### src/rtl/pac_pkg.sv
// register map, alarm type codes and reset values of the alarm comparator
// assumes a 32-bit axi4-lite register bus and 16-bit signed fixed-point process data
package pac_pkg;
    localparam int          PAC_NCH       = 4;
    localparam int          PAC_VW        = 16;
    // byte offsets, per-channel registers stride by one word
    localparam logic [7:0]  OFF_ASSIGN    = 8'h00;
    localparam logic [7:0]  OFF_STATUS    = 8'h04;
    localparam logic [7:0]  OFF_TYPE      = 8'h10;
    localparam logic [7:0]  OFF_VALUE     = 8'h20;
    localparam logic [7:0]  OFF_LIMIT     = 8'h30;
    localparam logic [7:0]  OFF_HYST      = 8'h40;
    // field positions
    localparam int          LIM_LO_POS    = 0;
    localparam int          LIM_HI_POS    = 16;
    localparam int          HYS_STD_POS   = 0;
    localparam int          HYS_MV_POS    = 16;
    // alarm type codes
    localparam logic [4:0]  T_NONE        = 5'h00;
    localparam logic [4:0]  T_UPLO        = 5'h01;
    localparam logic [4:0]  T_UP          = 5'h02;
    localparam logic [4:0]  T_LO          = 5'h03;
    localparam logic [4:0]  T_RANGE       = 5'h04;
    localparam logic [4:0]  T_UPLO_SB     = 5'h05;
    localparam logic [4:0]  T_UP_SB       = 5'h06;
    localparam logic [4:0]  T_LO_SB       = 5'h07;
    localparam logic [4:0]  T_ABS_UP      = 5'h08;
    localparam logic [4:0]  T_ABS_LO      = 5'h09;
    localparam logic [4:0]  T_ABS_UP_SB   = 5'h0a;
    localparam logic [4:0]  T_ABS_LO_SB   = 5'h0b;
    localparam logic [4:0]  T_LOOP        = 5'h0c;
    localparam logic [4:0]  T_RATE        = 5'h0d;
    localparam logic [4:0]  T_SP_UP       = 5'h0e;
    localparam logic [4:0]  T_SP_LO       = 5'h0f;
    localparam logic [4:0]  T_MV_UP       = 5'h10;
    localparam logic [4:0]  T_MV_LO       = 5'h11;
    localparam logic [4:0]  T_RSP_UP      = 5'h12;
    localparam logic [4:0]  T_RSP_LO      = 5'h13;
    // reset values; hysteresis in raw counts of 0.1 deg, 0.01 %FS or 0.01 %
    localparam logic [4:0]  TYPE_RST      = T_UP;
    localparam logic [15:0] HYS_STD_RST   = 16'h0002;
    localparam logic [15:0] HYS_MV_RST    = 16'h0032;
    localparam logic [15:0] HYS_MIN       = 16'h0001;
    localparam logic [15:0] HYS_MAX       = 16'h270f;
    localparam logic [3:0]  ASSIGN_RST    = 4'hf;
    localparam logic [1:0]  RESP_OKAY     = 2'h0;
    localparam logic [1:0]  RESP_SLVERR   = 2'h2;
endpackage

### src/rtl/pac_alarm.sv
// four-channel process alarm comparator with axi4-lite register access
// assumes process data ports are synchronous to aclk and held steady between updates
module pac_alarm
    import pac_pkg::*;
#(
    parameter int NCH = PAC_NCH
) (
    // clock and reset
    input  wire logic                     aclk,
    input  wire logic                     aresetn,
    // axi4-lite slave
    input  wire logic [7:0]               s_axi_awaddr,
    input  wire logic                     s_axi_awvalid,
    output logic                          s_axi_awready,
    input  wire logic [31:0]              s_axi_wdata,
    input  wire logic [3:0]               s_axi_wstrb,
    input  wire logic                     s_axi_wvalid,
    output logic                          s_axi_wready,
    output logic [1:0]                    s_axi_bresp,
    output logic                          s_axi_bvalid,
    input  wire logic                     s_axi_bready,
    input  wire logic [7:0]               s_axi_araddr,
    input  wire logic                     s_axi_arvalid,
    output logic                          s_axi_arready,
    output logic [31:0]                   s_axi_rdata,
    output logic [1:0]                    s_axi_rresp,
    output logic                          s_axi_rvalid,
    input  wire logic                     s_axi_rready,
    // process data, signed fixed point
    input  wire logic signed [PAC_VW-1:0] process_value,
    input  wire logic signed [PAC_VW-1:0] target_setpoint,
    input  wire logic signed [PAC_VW-1:0] remote_setpoint,
    input  wire logic signed [PAC_VW-1:0] manipulated_variable,
    input  wire logic signed [PAC_VW-1:0] cooling_manipulated_variable,
    // unit options
    input  wire logic                     heat_cool_mode,
    input  wire logic                     remote_setpoint_present,
    input  wire logic                     heater_detect_present,
    // alarm outputs
    output logic [NCH-1:0]                alarm_out
);

    generate
        if (NCH < 1 || NCH > PAC_NCH) begin : g_bad_nch
            $error("pac_alarm: NCH must lie between 1 and 4");
        end
    endgenerate
    typedef logic signed [17:0] pac_wide_t;
    // hysteresis state step for a rising alarm: on above thr, off at or below thr - hys
    function automatic logic pac_hi_step(logic st, pac_wide_t q, pac_wide_t thr, pac_wide_t hys);
        return (q > thr) ? 1'b1 : ((q <= thr - hys) ? 1'b0 : st);
    endfunction
    // hysteresis state step for a falling alarm: on below thr, off at or above thr + hys
    function automatic logic pac_lo_step(logic st, pac_wide_t q, pac_wide_t thr, pac_wide_t hys);
        return (q < thr) ? 1'b1 : ((q >= thr + hys) ? 1'b0 : st);
    endfunction
    function automatic pac_wide_t pac_wide(logic [15:0] v);
        return pac_wide_t'(signed'(v));
    endfunction
    function automatic logic pac_is_mv(logic [4:0] t);
        return (t == T_MV_UP) || (t == T_MV_LO);
    endfunction
    // clamp a written hysteresis into its legal span
    function automatic logic [15:0] pac_clamp(logic [15:0] v);
        return (v < HYS_MIN) ? HYS_MIN : ((v > HYS_MAX) ? HYS_MAX : v);
    endfunction

    // configuration registers
    logic [4:0]      type_r  [NCH];
    logic [15:0]     value_r [NCH];
    logic [31:0]     limit_r [NCH];
    logic [31:0]     hyst_r  [NCH];
    logic [NCH-1:0]  assign_r;
    logic            init_r;
    logic [NCH-1:0]  hi_r, lo_r;
    logic [NCH-1:0]  hi_nxt, lo_nxt;
    logic [NCH-1:0]  alarm_nxt;

    // write channel state
    logic [7:0]      awaddr_r;
    logic            aw_held_r;
    logic [31:0]     wdata_r;
    logic [3:0]      wstrb_r;
    logic            w_held_r;
    logic            wr_go;
    logic [7:0]      wr_off, rd_off;
    logic [1:0]      wr_idx, rd_idx;
    logic            wr_hit;

    assign s_axi_awready = !aw_held_r && !s_axi_bvalid;
    assign s_axi_wready  = !w_held_r && !s_axi_bvalid;
    assign wr_go         = aw_held_r && w_held_r && !s_axi_bvalid;
    assign wr_off        = {awaddr_r[7:4], 4'h0};
    assign wr_idx        = awaddr_r[3:2];
    assign rd_off        = {s_axi_araddr[7:4], 4'h0};
    assign rd_idx        = s_axi_araddr[3:2];
    assign s_axi_arready = !s_axi_rvalid;

    // address and data are latched separately so either may arrive first
    always_ff @(posedge aclk) begin
        if (!aresetn) begin
            aw_held_r <= 1'b0;
            w_held_r  <= 1'b0;
            awaddr_r  <= 8'h00;
            wdata_r   <= 32'h0000_0000;
            wstrb_r   <= 4'h0;
        end else begin
            if (s_axi_awvalid && s_axi_awready) begin
                aw_held_r <= 1'b1;
                awaddr_r  <= s_axi_awaddr;
            end else if (wr_go) begin
                aw_held_r <= 1'b0;
            end
            if (s_axi_wvalid && s_axi_wready) begin
                w_held_r <= 1'b1;
                wdata_r  <= s_axi_wdata;
                wstrb_r  <= s_axi_wstrb;
            end else if (wr_go) begin
                w_held_r <= 1'b0;
            end
        end
    end

    // decode of the held write address
    always_comb begin
        wr_hit = 1'b0;
        if (awaddr_r[1:0] == 2'h0) begin
            if (awaddr_r == OFF_ASSIGN || awaddr_r == OFF_STATUS)
                wr_hit = 1'b1;
            else if ((wr_off == OFF_TYPE || wr_off == OFF_VALUE || wr_off == OFF_LIMIT || wr_off == OFF_HYST)
                     && 32'(wr_idx) < NCH)
                wr_hit = 1'b1;
        end
    end

    // write response, one outstanding at a time
    always_ff @(posedge aclk) begin
        if (!aresetn) begin
            s_axi_bvalid <= 1'b0;
            s_axi_bresp  <= RESP_OKAY;
        end else if (wr_go) begin
            s_axi_bvalid <= 1'b1;
            s_axi_bresp  <= wr_hit ? RESP_OKAY : RESP_SLVERR;
        end else if (s_axi_bready) begin
            s_axi_bvalid <= 1'b0;
        end
    end

    // channel assignment; heater-detect units leave channel 1 free until software claims it
    always_ff @(posedge aclk) begin
        if (!aresetn) begin
            assign_r <= NCH'(ASSIGN_RST);
            init_r   <= 1'b1;
        end else if (init_r) begin
            init_r      <= 1'b0;
            assign_r[0] <= !heater_detect_present;
        end else if (wr_go && awaddr_r == OFF_ASSIGN && wstrb_r[0]) begin
            assign_r <= wdata_r[NCH-1:0];
        end
    end

    // per-channel configuration; a refused write still answers okay and keeps the old value
    always_ff @(posedge aclk) begin
        if (!aresetn) begin
            for (int i = 0; i < NCH; i++) begin
                type_r[i]  <= TYPE_RST;
                value_r[i] <= 16'h0000;
                limit_r[i] <= 32'h0000_0000;
                hyst_r[i]  <= {HYS_MV_RST, HYS_STD_RST};
            end
        end else if (wr_go && wr_hit) begin
            for (int i = 0; i < NCH; i++) begin
                if (32'(wr_idx) == i) begin
                    if (wr_off == OFF_TYPE && wstrb_r[0] && wdata_r[4:0] <= T_RSP_LO) begin
                        // remote setpoint types need the remote input fitted
                        if (!(wdata_r[4:0] == T_RSP_UP || wdata_r[4:0] == T_RSP_LO) || remote_setpoint_present)
                            type_r[i] <= wdata_r[4:0];
                    end
                    if (wr_off == OFF_VALUE && wstrb_r[1:0] == 2'h3)
                        value_r[i] <= wdata_r[15:0];
                    if (wr_off == OFF_LIMIT) begin
                        if (wstrb_r[1:0] == 2'h3)
                            limit_r[i][LIM_LO_POS+:16] <= wdata_r[LIM_LO_POS+:16];
                        if (wstrb_r[3:2] == 2'h3)
                            limit_r[i][LIM_HI_POS+:16] <= wdata_r[LIM_HI_POS+:16];
                    end
                    if (wr_off == OFF_HYST && assign_r[i]
                        && type_r[i] != T_NONE && type_r[i] != T_LOOP && type_r[i] != T_RATE) begin
                        if (wstrb_r[1:0] == 2'h3)
                            hyst_r[i][HYS_STD_POS+:16] <= pac_clamp(wdata_r[HYS_STD_POS+:16]);
                        if (wstrb_r[3:2] == 2'h3)
                            hyst_r[i][HYS_MV_POS+:16] <= pac_clamp(wdata_r[HYS_MV_POS+:16]);
                    end
                end
            end
        end
    end

    // comparison of each channel; loop burnout and rate types are not evaluated here
    always_comb begin
        pac_wide_t pv, sp, x, h, l, hy;
        pv = pac_wide(process_value);
        sp = pac_wide(target_setpoint);
        x  = '0;
        h  = '0;
        l  = '0;
        hy = '0;
        hi_nxt    = '0;
        lo_nxt    = '0;
        alarm_nxt = '0;
        for (int i = 0; i < NCH; i++) begin
            x  = pac_wide(value_r[i]);
            h  = pac_wide(limit_r[i][LIM_HI_POS+:16]);
            l  = pac_wide(limit_r[i][LIM_LO_POS+:16]);
            hy = pac_is_mv(type_r[i]) ? pac_wide(hyst_r[i][HYS_MV_POS+:16])
                                      : pac_wide(hyst_r[i][HYS_STD_POS+:16]);
            unique case (type_r[i])
                T_UPLO, T_RANGE, T_UPLO_SB: begin
                    hi_nxt[i]    = pac_hi_step(hi_r[i], pv, sp + h, hy);
                    lo_nxt[i]    = pac_lo_step(lo_r[i], pv, sp - l, hy);
                    alarm_nxt[i] = (type_r[i] == T_RANGE) ? !(hi_nxt[i] || lo_nxt[i]) : (hi_nxt[i] || lo_nxt[i]);
                    // overlapping bands would chatter between limits, so hold the alarm off
                    if (type_r[i] == T_UPLO_SB && (h + l) <= (hy + hy))
                        alarm_nxt[i] = 1'b0;
                end
                T_UP, T_UP_SB: begin
                    hi_nxt[i]    = pac_hi_step(hi_r[i], pv, sp + x, hy);
                    alarm_nxt[i] = hi_nxt[i];
                end
                T_LO, T_LO_SB: begin
                    lo_nxt[i]    = pac_lo_step(lo_r[i], pv, sp - x, hy);
                    alarm_nxt[i] = lo_nxt[i];
                end
                T_ABS_UP, T_ABS_UP_SB: begin
                    hi_nxt[i]    = pac_hi_step(hi_r[i], pv, x, hy);
                    alarm_nxt[i] = hi_nxt[i];
                end
                T_ABS_LO, T_ABS_LO_SB: begin
                    lo_nxt[i]    = pac_lo_step(lo_r[i], pv, x, hy);
                    alarm_nxt[i] = lo_nxt[i];
                end
                T_SP_UP: begin
                    hi_nxt[i]    = pac_hi_step(hi_r[i], sp, x, hy);
                    alarm_nxt[i] = hi_nxt[i];
                end
                T_SP_LO: begin
                    lo_nxt[i]    = pac_lo_step(lo_r[i], sp, x, hy);
                    alarm_nxt[i] = lo_nxt[i];
                end
                T_MV_UP: begin
                    // manipulated_variable carries the heating output under heat/cool
                    hi_nxt[i]    = pac_hi_step(hi_r[i], pac_wide(manipulated_variable), x, hy);
                    alarm_nxt[i] = hi_nxt[i];
                end
                T_MV_LO: begin
                    lo_nxt[i]    = pac_lo_step(lo_r[i], heat_cool_mode ? pac_wide(cooling_manipulated_variable)
                                                                       : pac_wide(manipulated_variable), x, hy);
                    alarm_nxt[i] = lo_nxt[i];
                end
                T_RSP_UP: begin
                    // evaluated regardless of local or remote setpoint mode
                    hi_nxt[i]    = pac_hi_step(hi_r[i], pac_wide(remote_setpoint), x, hy);
                    alarm_nxt[i] = hi_nxt[i];
                end
                T_RSP_LO: begin
                    lo_nxt[i]    = pac_lo_step(lo_r[i], pac_wide(remote_setpoint), x, hy);
                    alarm_nxt[i] = lo_nxt[i];
                end
                default: alarm_nxt[i] = 1'b0;
            endcase
            // an unassigned channel is not usable and keeps no state
            if (!assign_r[i]) begin
                hi_nxt[i]    = 1'b0;
                lo_nxt[i]    = 1'b0;
                alarm_nxt[i] = 1'b0;
            end
        end
    end

    // alarm state and outputs
    always_ff @(posedge aclk) begin
        if (!aresetn) begin
            hi_r      <= '0;
            lo_r      <= '0;
            alarm_out <= '0;
        end else begin
            hi_r      <= hi_nxt;
            lo_r      <= lo_nxt;
            alarm_out <= alarm_nxt;
        end
    end

    // read channel; data is registered so rvalid comes one cycle after the address is taken
    always_ff @(posedge aclk) begin
        if (!aresetn) begin
            s_axi_rvalid <= 1'b0;
            s_axi_rdata  <= 32'h0000_0000;
            s_axi_rresp  <= RESP_OKAY;
        end else if (s_axi_arvalid && s_axi_arready) begin
            s_axi_rvalid <= 1'b1;
            s_axi_rdata  <= 32'h0000_0000;
            s_axi_rresp  <= RESP_SLVERR;
            if (s_axi_araddr == OFF_ASSIGN) begin
                s_axi_rdata[NCH-1:0] <= assign_r;
                s_axi_rresp          <= RESP_OKAY;
            end else if (s_axi_araddr == OFF_STATUS) begin
                s_axi_rdata[NCH-1:0] <= alarm_out;
                s_axi_rresp          <= RESP_OKAY;
            end else if (s_axi_araddr[1:0] == 2'h0 && 32'(rd_idx) < NCH) begin
                s_axi_rresp <= RESP_OKAY;
                if (rd_off == OFF_TYPE)
                    s_axi_rdata[4:0] <= type_r[rd_idx];
                else if (rd_off == OFF_VALUE)
                    s_axi_rdata[15:0] <= value_r[rd_idx];
                else if (rd_off == OFF_LIMIT)
                    s_axi_rdata <= limit_r[rd_idx];
                else if (rd_off == OFF_HYST)
                    s_axi_rdata <= hyst_r[rd_idx];
                else
                    s_axi_rresp <= RESP_SLVERR;
            end
        end else if (s_axi_rready) begin
            s_axi_rvalid <= 1'b0;
        end
    end

endmodule

### config.mk
export PLATFORM = sky130hd
export DESIGN_NAME = pac_alarm
export DESIGN_NICKNAME = d
export VERILOG_FILES = /design/src/rtl/pac_pkg.sv /design/src/rtl/pac_alarm.sv
export SDC_FILE = /design/constraint.sdc
export NUM_CORES = 2
export LEC_CHECK = 0
export BUFFER_PORTS_ARGS = -buffer_cell sky130_fd_sc_hd__clkbuf_2
export CAP_MARGIN = 10
export CORE_ASPECT_RATIO = 1.25
export CORE_MARGIN = 2
export CORE_UTILIZATION = 55
export CTS_BUF_LIST = sky130_fd_sc_hd__clkbuf_8
export CTS_CLUSTER_DIAMETER = 50
export DETAILED_ROUTE_END_ITERATION = 10
export PLACE_DENSITY_LB_ADDON = 0.3
export SYNTH_ARGS = -nofsm -noshare
export SYNTH_HDL_FRONTEND = slang
export SYNTH_SLANG_ARGS = --single-unit
### constraint.sdc
create_clock -name aclk -period 7.03 [get_ports aclk]
set_clock_uncertainty 0.2 [all_clocks]
set_input_delay 1.0545 -clock aclk [delete_from_list [all_inputs] [get_ports aclk]]
set_output_delay 1.0545 -clock aclk [all_outputs]
set_load 0.02 [all_outputs]
# == Word-level counts from Yosys, hierarchy flattened ==
# Memories as Yosys holds them, arrays and structs flattened.
# Cells that the tools add are included.
# op_classes
shifts,0
muxes,292
n_lt_le_gt_ge,105
div,0
n_bitwise,25
reduce_logical,96
mul,0
eq_ne,93
n_addsub,48
# op_table
cell,count
<= comparator 16 x 18 -> 1 bit,24
two-way mux 16 bit,26
greater-or-equal comparator 16 x 18 -> 1 bit,20
greater-than comparator 16 bit,16
two-way mux 1 bit,228
adder 16 x 16 -> 17 bit,12
less-than comparator 16 bit,12
adder 17 x 18 -> 18 bit,8
subtractor 17 x 18 -> 18 bit,8
greater-than comparator 16 x 17 -> 1 bit,8
less-than comparator 16 x 17 -> 1 bit,8
subtractor 16 x 16 -> 17 bit,8
equality test 5 x 4 -> 1 bit (second input constant),24
two-way mux 32 bit,3
equality test 5 bit (second input constant),18
two-way mux 18 bit,5
equality test 5 x 3 -> 1 bit (second input constant),16
adder 16 x 18 -> 18 bit,4
adder 18 bit,4
greater-or-equal comparator 18 bit,4
<= comparator 17 x 18 -> 1 bit,4
less-than comparator 18 x 16 -> 1 bit,4
subtractor 16 x 18 -> 18 bit,4
two-way mux 28 bit,2
30 further kinds,189
# totals
register_bits,101
mem_count,4
elab_cells,688
inputBits,142
output_inout_bits,45
ram_bits,340
romBits,0
latch_bits,0
# memory_table
name,words,width,read_ports,rd_clocked_by_memory_dff,wr,line,source
hyst_r,4,32,5,0,4,pac_alarm.sv:72,logic [31:0] hyst_r [NCH];
limit_r,4,32,5,0,4,pac_alarm.sv:71,logic [31:0] limit_r [NCH];
value_r,4,16,5,0,4,pac_alarm.sv:70,logic [15:0] value_r [NCH];
type_r,4,5,5,0,4,pac_alarm.sv:69,logic [4:0] type_r [NCH];

# == Depth between registers and ports, before layout ==
# An unclocked memory read counts as a cell.
# logic_depth
ltp_word,13
ltp_mapped,31
mapped_depth_nobuf,31

# == Worst setup path after synthesis ==
# Ideal clock, no wire load.
# synth_path
path_kind,register to register
startpoint,memory type_r[1][4]
endpoint,register alarm_out[1]
setup_ps,124
arrival_time_ps,6595
slack_ps,110
path_buffers,3
path_stages_with_launch,27
required_ps,6706
synth_period_minus_slack_ps,6920
cell_sequence,edfxtp_1 -> clkbuf_1 -> inv_1 -> nor4_1 -> clkbuf_1 -> clkbuf_1 -> mux2i_1 -> ha_1 -> nor2b_1 -> o21ai_0 -> nand2b_1 -> a21o_1 -> a31o_2 -> a311oi_1 -> nor3_1 -> a2111o_1 -> a21oi_1 -> xor2_1 -> ha_1 -> a21o_1 -> a2111oi_0 -> o221ai_1 -> a22o_1 -> nor4_1 -> nand4_1 -> o21ai_0 -> o21ai_0
# synth_lines
element,line,source
start: declaration,pac_alarm.sv:69,
end signal: assignment,pac_alarm.sv:289,alarm_out <= alarm_nxt;
end: declaration,pac_alarm.sv:40,output logic [NCH-1:0] alarm_out

==> out/summary.txt <==
run status: complete, no violations
WL/cell: 30.94 µm
HP Start: awaddr_r[1]
fraction of registers with async set or reset after synthesis: 0%
Relative slew margins: 6.523%
adder-cell share of the synthesized area: 33.45%
R2R cell count: 34
initial antenna violation count: 52
Hold EP: awaddr_r[1]
CP top delay family: buffers and inverters
cell mode on critical path: buf_4
crit path kind: reg -> reg
VDD IR max: 0.2825 mV
CP endpoint kind: flop
CTS H-tree depth: 3
Pleak: 0.04801 µW
Placed Area: 0.09627 mm²
Tcrit/Tclk final: 98.62%
crit-path max FO: 6
power per cell area: 157.9 mW/mm²
#FFs+latches synth: 439
Antenna Violating Nets Remaining: 0
Worst Max-Slew Pin Slew: 1383 ps
Chip Width: 352.7 µm
flop2flop setup slack: 100 ps
I/O pin cnt: 187
CP startpoint kind: flop
Reg-to-Reg End: alarm_out[3]
total track usage: 51.36%
Starting Density: 55.51%
drt pass-1 iters: 6
post-synthesis xor/xnor area fraction: 6.287%
drt total wl: 414.3 mm
Buf/Inv on CP: 12
CTS Hold Buffers Added: 0
sequential share of the synthesized area: 14.59%
drc violations: 0
final setup vio count: 0
Core ar.: 0.1506 mm²
count of cell types in the netlist: 81
CTS max path bufs: 3
number of global-route vias before repair: 86970
CTS tree: built
utilization after layout: 65.45%
final instance area: 0.09856 mm²
Synth Instances: 9934
Final Net Count: 13637
Min-Delay Path Depth: 2
Hold Path Class: reg -> reg
die area: 0.1551 mm²
GPL Wtd Cong: 1.130
Fmax: 144.2 MHz
pre-CTS WS: -662.0 ps
fin crit period: 6933 ps
clock root buffer: clkbuf_8
simple-gate portion of the synthesized area: 17.15%
max incr delay on CP: 390 ps
via/cell ratio: 6.804
setup TNS: 0 ps
Yosys Warn Count: 0
Die Ht: 439.9 µm
slowest CP cell: edfxtp_1
overflow left after global routing: 0
Vias: 91105
Slew Limit Fails: 0
Detailed Place HPWL: 329.9 mm
CTS Buf Count: 73
IO Port Bufs: 184
CP Data Arrival Time: 7360 ps
Max Cap Violations: 0
Post-synth EDFFs: 340
Reg-to-Reg Start: type_r[3][2]
DR iter-0 viols: 11260
clock sink total: 439
Synth Area in Compound Gates: 20.27%
largest family of logic cells by synthesized area: adder cells
largest net degree at the start of global routing: 93
proportion of synthesized area in mux cells: 3.592%
clk_lat worst skew: 770 ps
Std-Cell Rows: 159
Top FF cell, synth: edfxtp_1
post-layout worst setup margin: 96.80 ps
clock-pin slew on the worst setup and hold paths: 60 ps
synthesized area: 0.08359 mm²
first-pass GRT wire length: 581.4 mm
layout cells sized above 1: 16.64%
Worst EP required: 7450 ps
area delta synth->final: 17.91%
Syn Area/Cell: 8.415 µm²
Final Hold Fails: 0
[where the power goes]
part	switching (µW)	total, µW	leakage [µW]	internal (µW)
clock	1200	2340	0.000791	1140
combinational	5700	10100	0.0430	4410
sequential	227	3110	0.00424	2880
[layout by cell type (no fill, tap or decap), types with 29 or more instances in the layout]
master	synthesis	final
mux4_2	85	85
and2_1	238	238
nor2_1	677	673
clkbuf_2	0	167
mux2i_1	75	65
nor4_1	47	43
diode_2	0	38
o21a_1	61	60
or3_1	73	72
o31ai_1	36	33
inv_1	823	839
nand2b_1	118	118
o21bai_1	119	119
fa_1	44	44
a21oi_1	869	855
nand4_1	254	254
mux2_2	30	30
a22oi_1	40	40
o21ai_0	432	394
xor2_1	217	216
and3_1	61	61
a31oi_1	68	66
o21ai_1	0	29
buf_4	2	1271
nand3_1	247	247
dfxtp_1	99	99
clkbuf_8	0	77
o211ai_1	54	54
a211o_1	37	37
ha_1	2164	2162
xnor2_1	383	372
a21o_1	369	369
or2_2	50	50
nand2_1	589	589
edfxtp_1	340	340
nor2b_1	171	171
a211oi_1	98	84
o2111ai_1	35	35
a2111oi_0	70	46
nor3_1	204	199
[layout make-up]
cell class / instances / area [µm²]
Inverter: 823 / 3089
Multi-Input combinational cell: 8479 / 68270
Tap cell: 2012 / 2517
Antenna cell: 38 / 95.09
Timing Repair Buffer: 1471 / 10970
Clock buffer: 76 / 1046
Fill cell: 12860 / 52040
Clock inverter: 51 / 385.4
Sequential cell: 439 / 12190
[cell families after synthesis]
group,Yosys count
AOI/OAI and AO/OA,2616
xor gates and xnor gates,600
adders and majority gates,2208
buffers and inverters,1033
DFF,439
muxes,190
other,1
and+or+nand+nor,2847
[sequential cells by signal, indices dropped and copies added (netlist names), 8 cells and up]
register,flops
awaddr_r,8
type_r,20
value_r,64
hyst_r,128
wdata_r,32
limit_r,128
s_axi_rdata,32
[per-stage QoR]
stage	power [µW]	hold WS [ps]	cells
after floorplan	8979	232.0	9951
after global placement	12370	242.3	13213
after detailed placement	12760	254.7	13213
after CTS	15070	263.3	13340
after global routing	16510	285.6	13354
final	15560	262.0	13389
[worst reg2reg max path, delay by kind of cell, from the launching register on]
family                     cells  cell delay [ps]
buffers and inverters         12             2100
and+or+nand+nor                8             1250
AOI/OAI and AO/OA              9             1540
muxes                          2              620
DFF                            1              390
adders and majority gates      2              480
xor gates and xnor gates       1              250
[metal layers]
| layer | global-route usage, % | part of all wire (%) |
|---|---|---|
| met1 | 59.92 | 35 |
| met2 | 74.39 | 40 |
| met3 | 16.51 | 13 |
| met4 | 47.87 | 12 |
| met5 | 0.1846 | 0.069 |
[cells in the mapped netlist (30+ instances only)]
| master | count | area (µm²) |
|---|---|---|
| ha_1 | 2164 | 27080 |
| a21oi_1 | 869 | 4349 |
| inv_1 | 823 | 3089 |
| nor2_1 | 677 | 2541 |
| nand2_1 | 589 | 2211 |
| o21ai_0 | 432 | 2162 |
| xnor2_1 | 383 | 3354 |
| a21o_1 | 369 | 2770 |
| edfxtp_1 | 340 | 10210 |
| nand4_1 | 254 | 1589 |
| nand3_1 | 247 | 1236 |
| and2_1 | 238 | 1489 |
| xor2_1 | 217 | 1901 |
| nor3_1 | 204 | 1021 |
| clkbuf_1 | 184 | 690.7 |
| nor2b_1 | 171 | 1070 |
| o21bai_1 | 119 | 893.4 |
| nand2b_1 | 118 | 738.2 |
| dfxtp_1 | 99 | 1982 |
| a211oi_1 | 98 | 735.7 |
| mux4_2 | 85 | 1914 |
| mux2i_1 | 75 | 750.7 |
| or3_1 | 73 | 456.7 |
| a2111oi_0 | 70 | 613.1 |
| a31oi_1 | 68 | 425.4 |
| and3_1 | 61 | 381.6 |
| o21a_1 | 61 | 457.9 |
| o211ai_1 | 54 | 405.4 |
| or2_2 | 50 | 312.8 |
| nor4_1 | 47 | 294.0 |
| fa_1 | 44 | 880.8 |
| a22oi_1 | 40 | 300.3 |
| a211o_1 | 37 | 324.1 |
| o31ai_1 | 36 | 270.3 |
| o2111ai_1 | 35 | 306.5 |
| a41oi_1 | 31 | 271.5 |
| mux2_2 | 30 | 337.8 |
[how the worst max path moves through the flow]
stage	cells past startpoint	slack [ps]	start	endpoint
final	34	100	type_r[3][2]	alarm_out[3]
after global routing	29	-60	type_r[0][2]	alarm_out[0]
after CTS	27	40	type_r[0][2]	alarm_out[0]
after detailed placement	30	-660	target_setpoint[1]	alarm_out[1]
after global placement	30	-620	target_setpoint[1]	alarm_out[1]
after floorplan	26	110	type_r[1][4]	alarm_out[1]
[what timing repair did]
action | CTS | global route
setup endpoints to repair | 6 | 12
resized for setup | 11 | 156
pin swaps | 0 | 7
buffers inserted | 0 | 8
cloned | 0 | 0
Note: power is estimated with default switching activity, not from simulation.
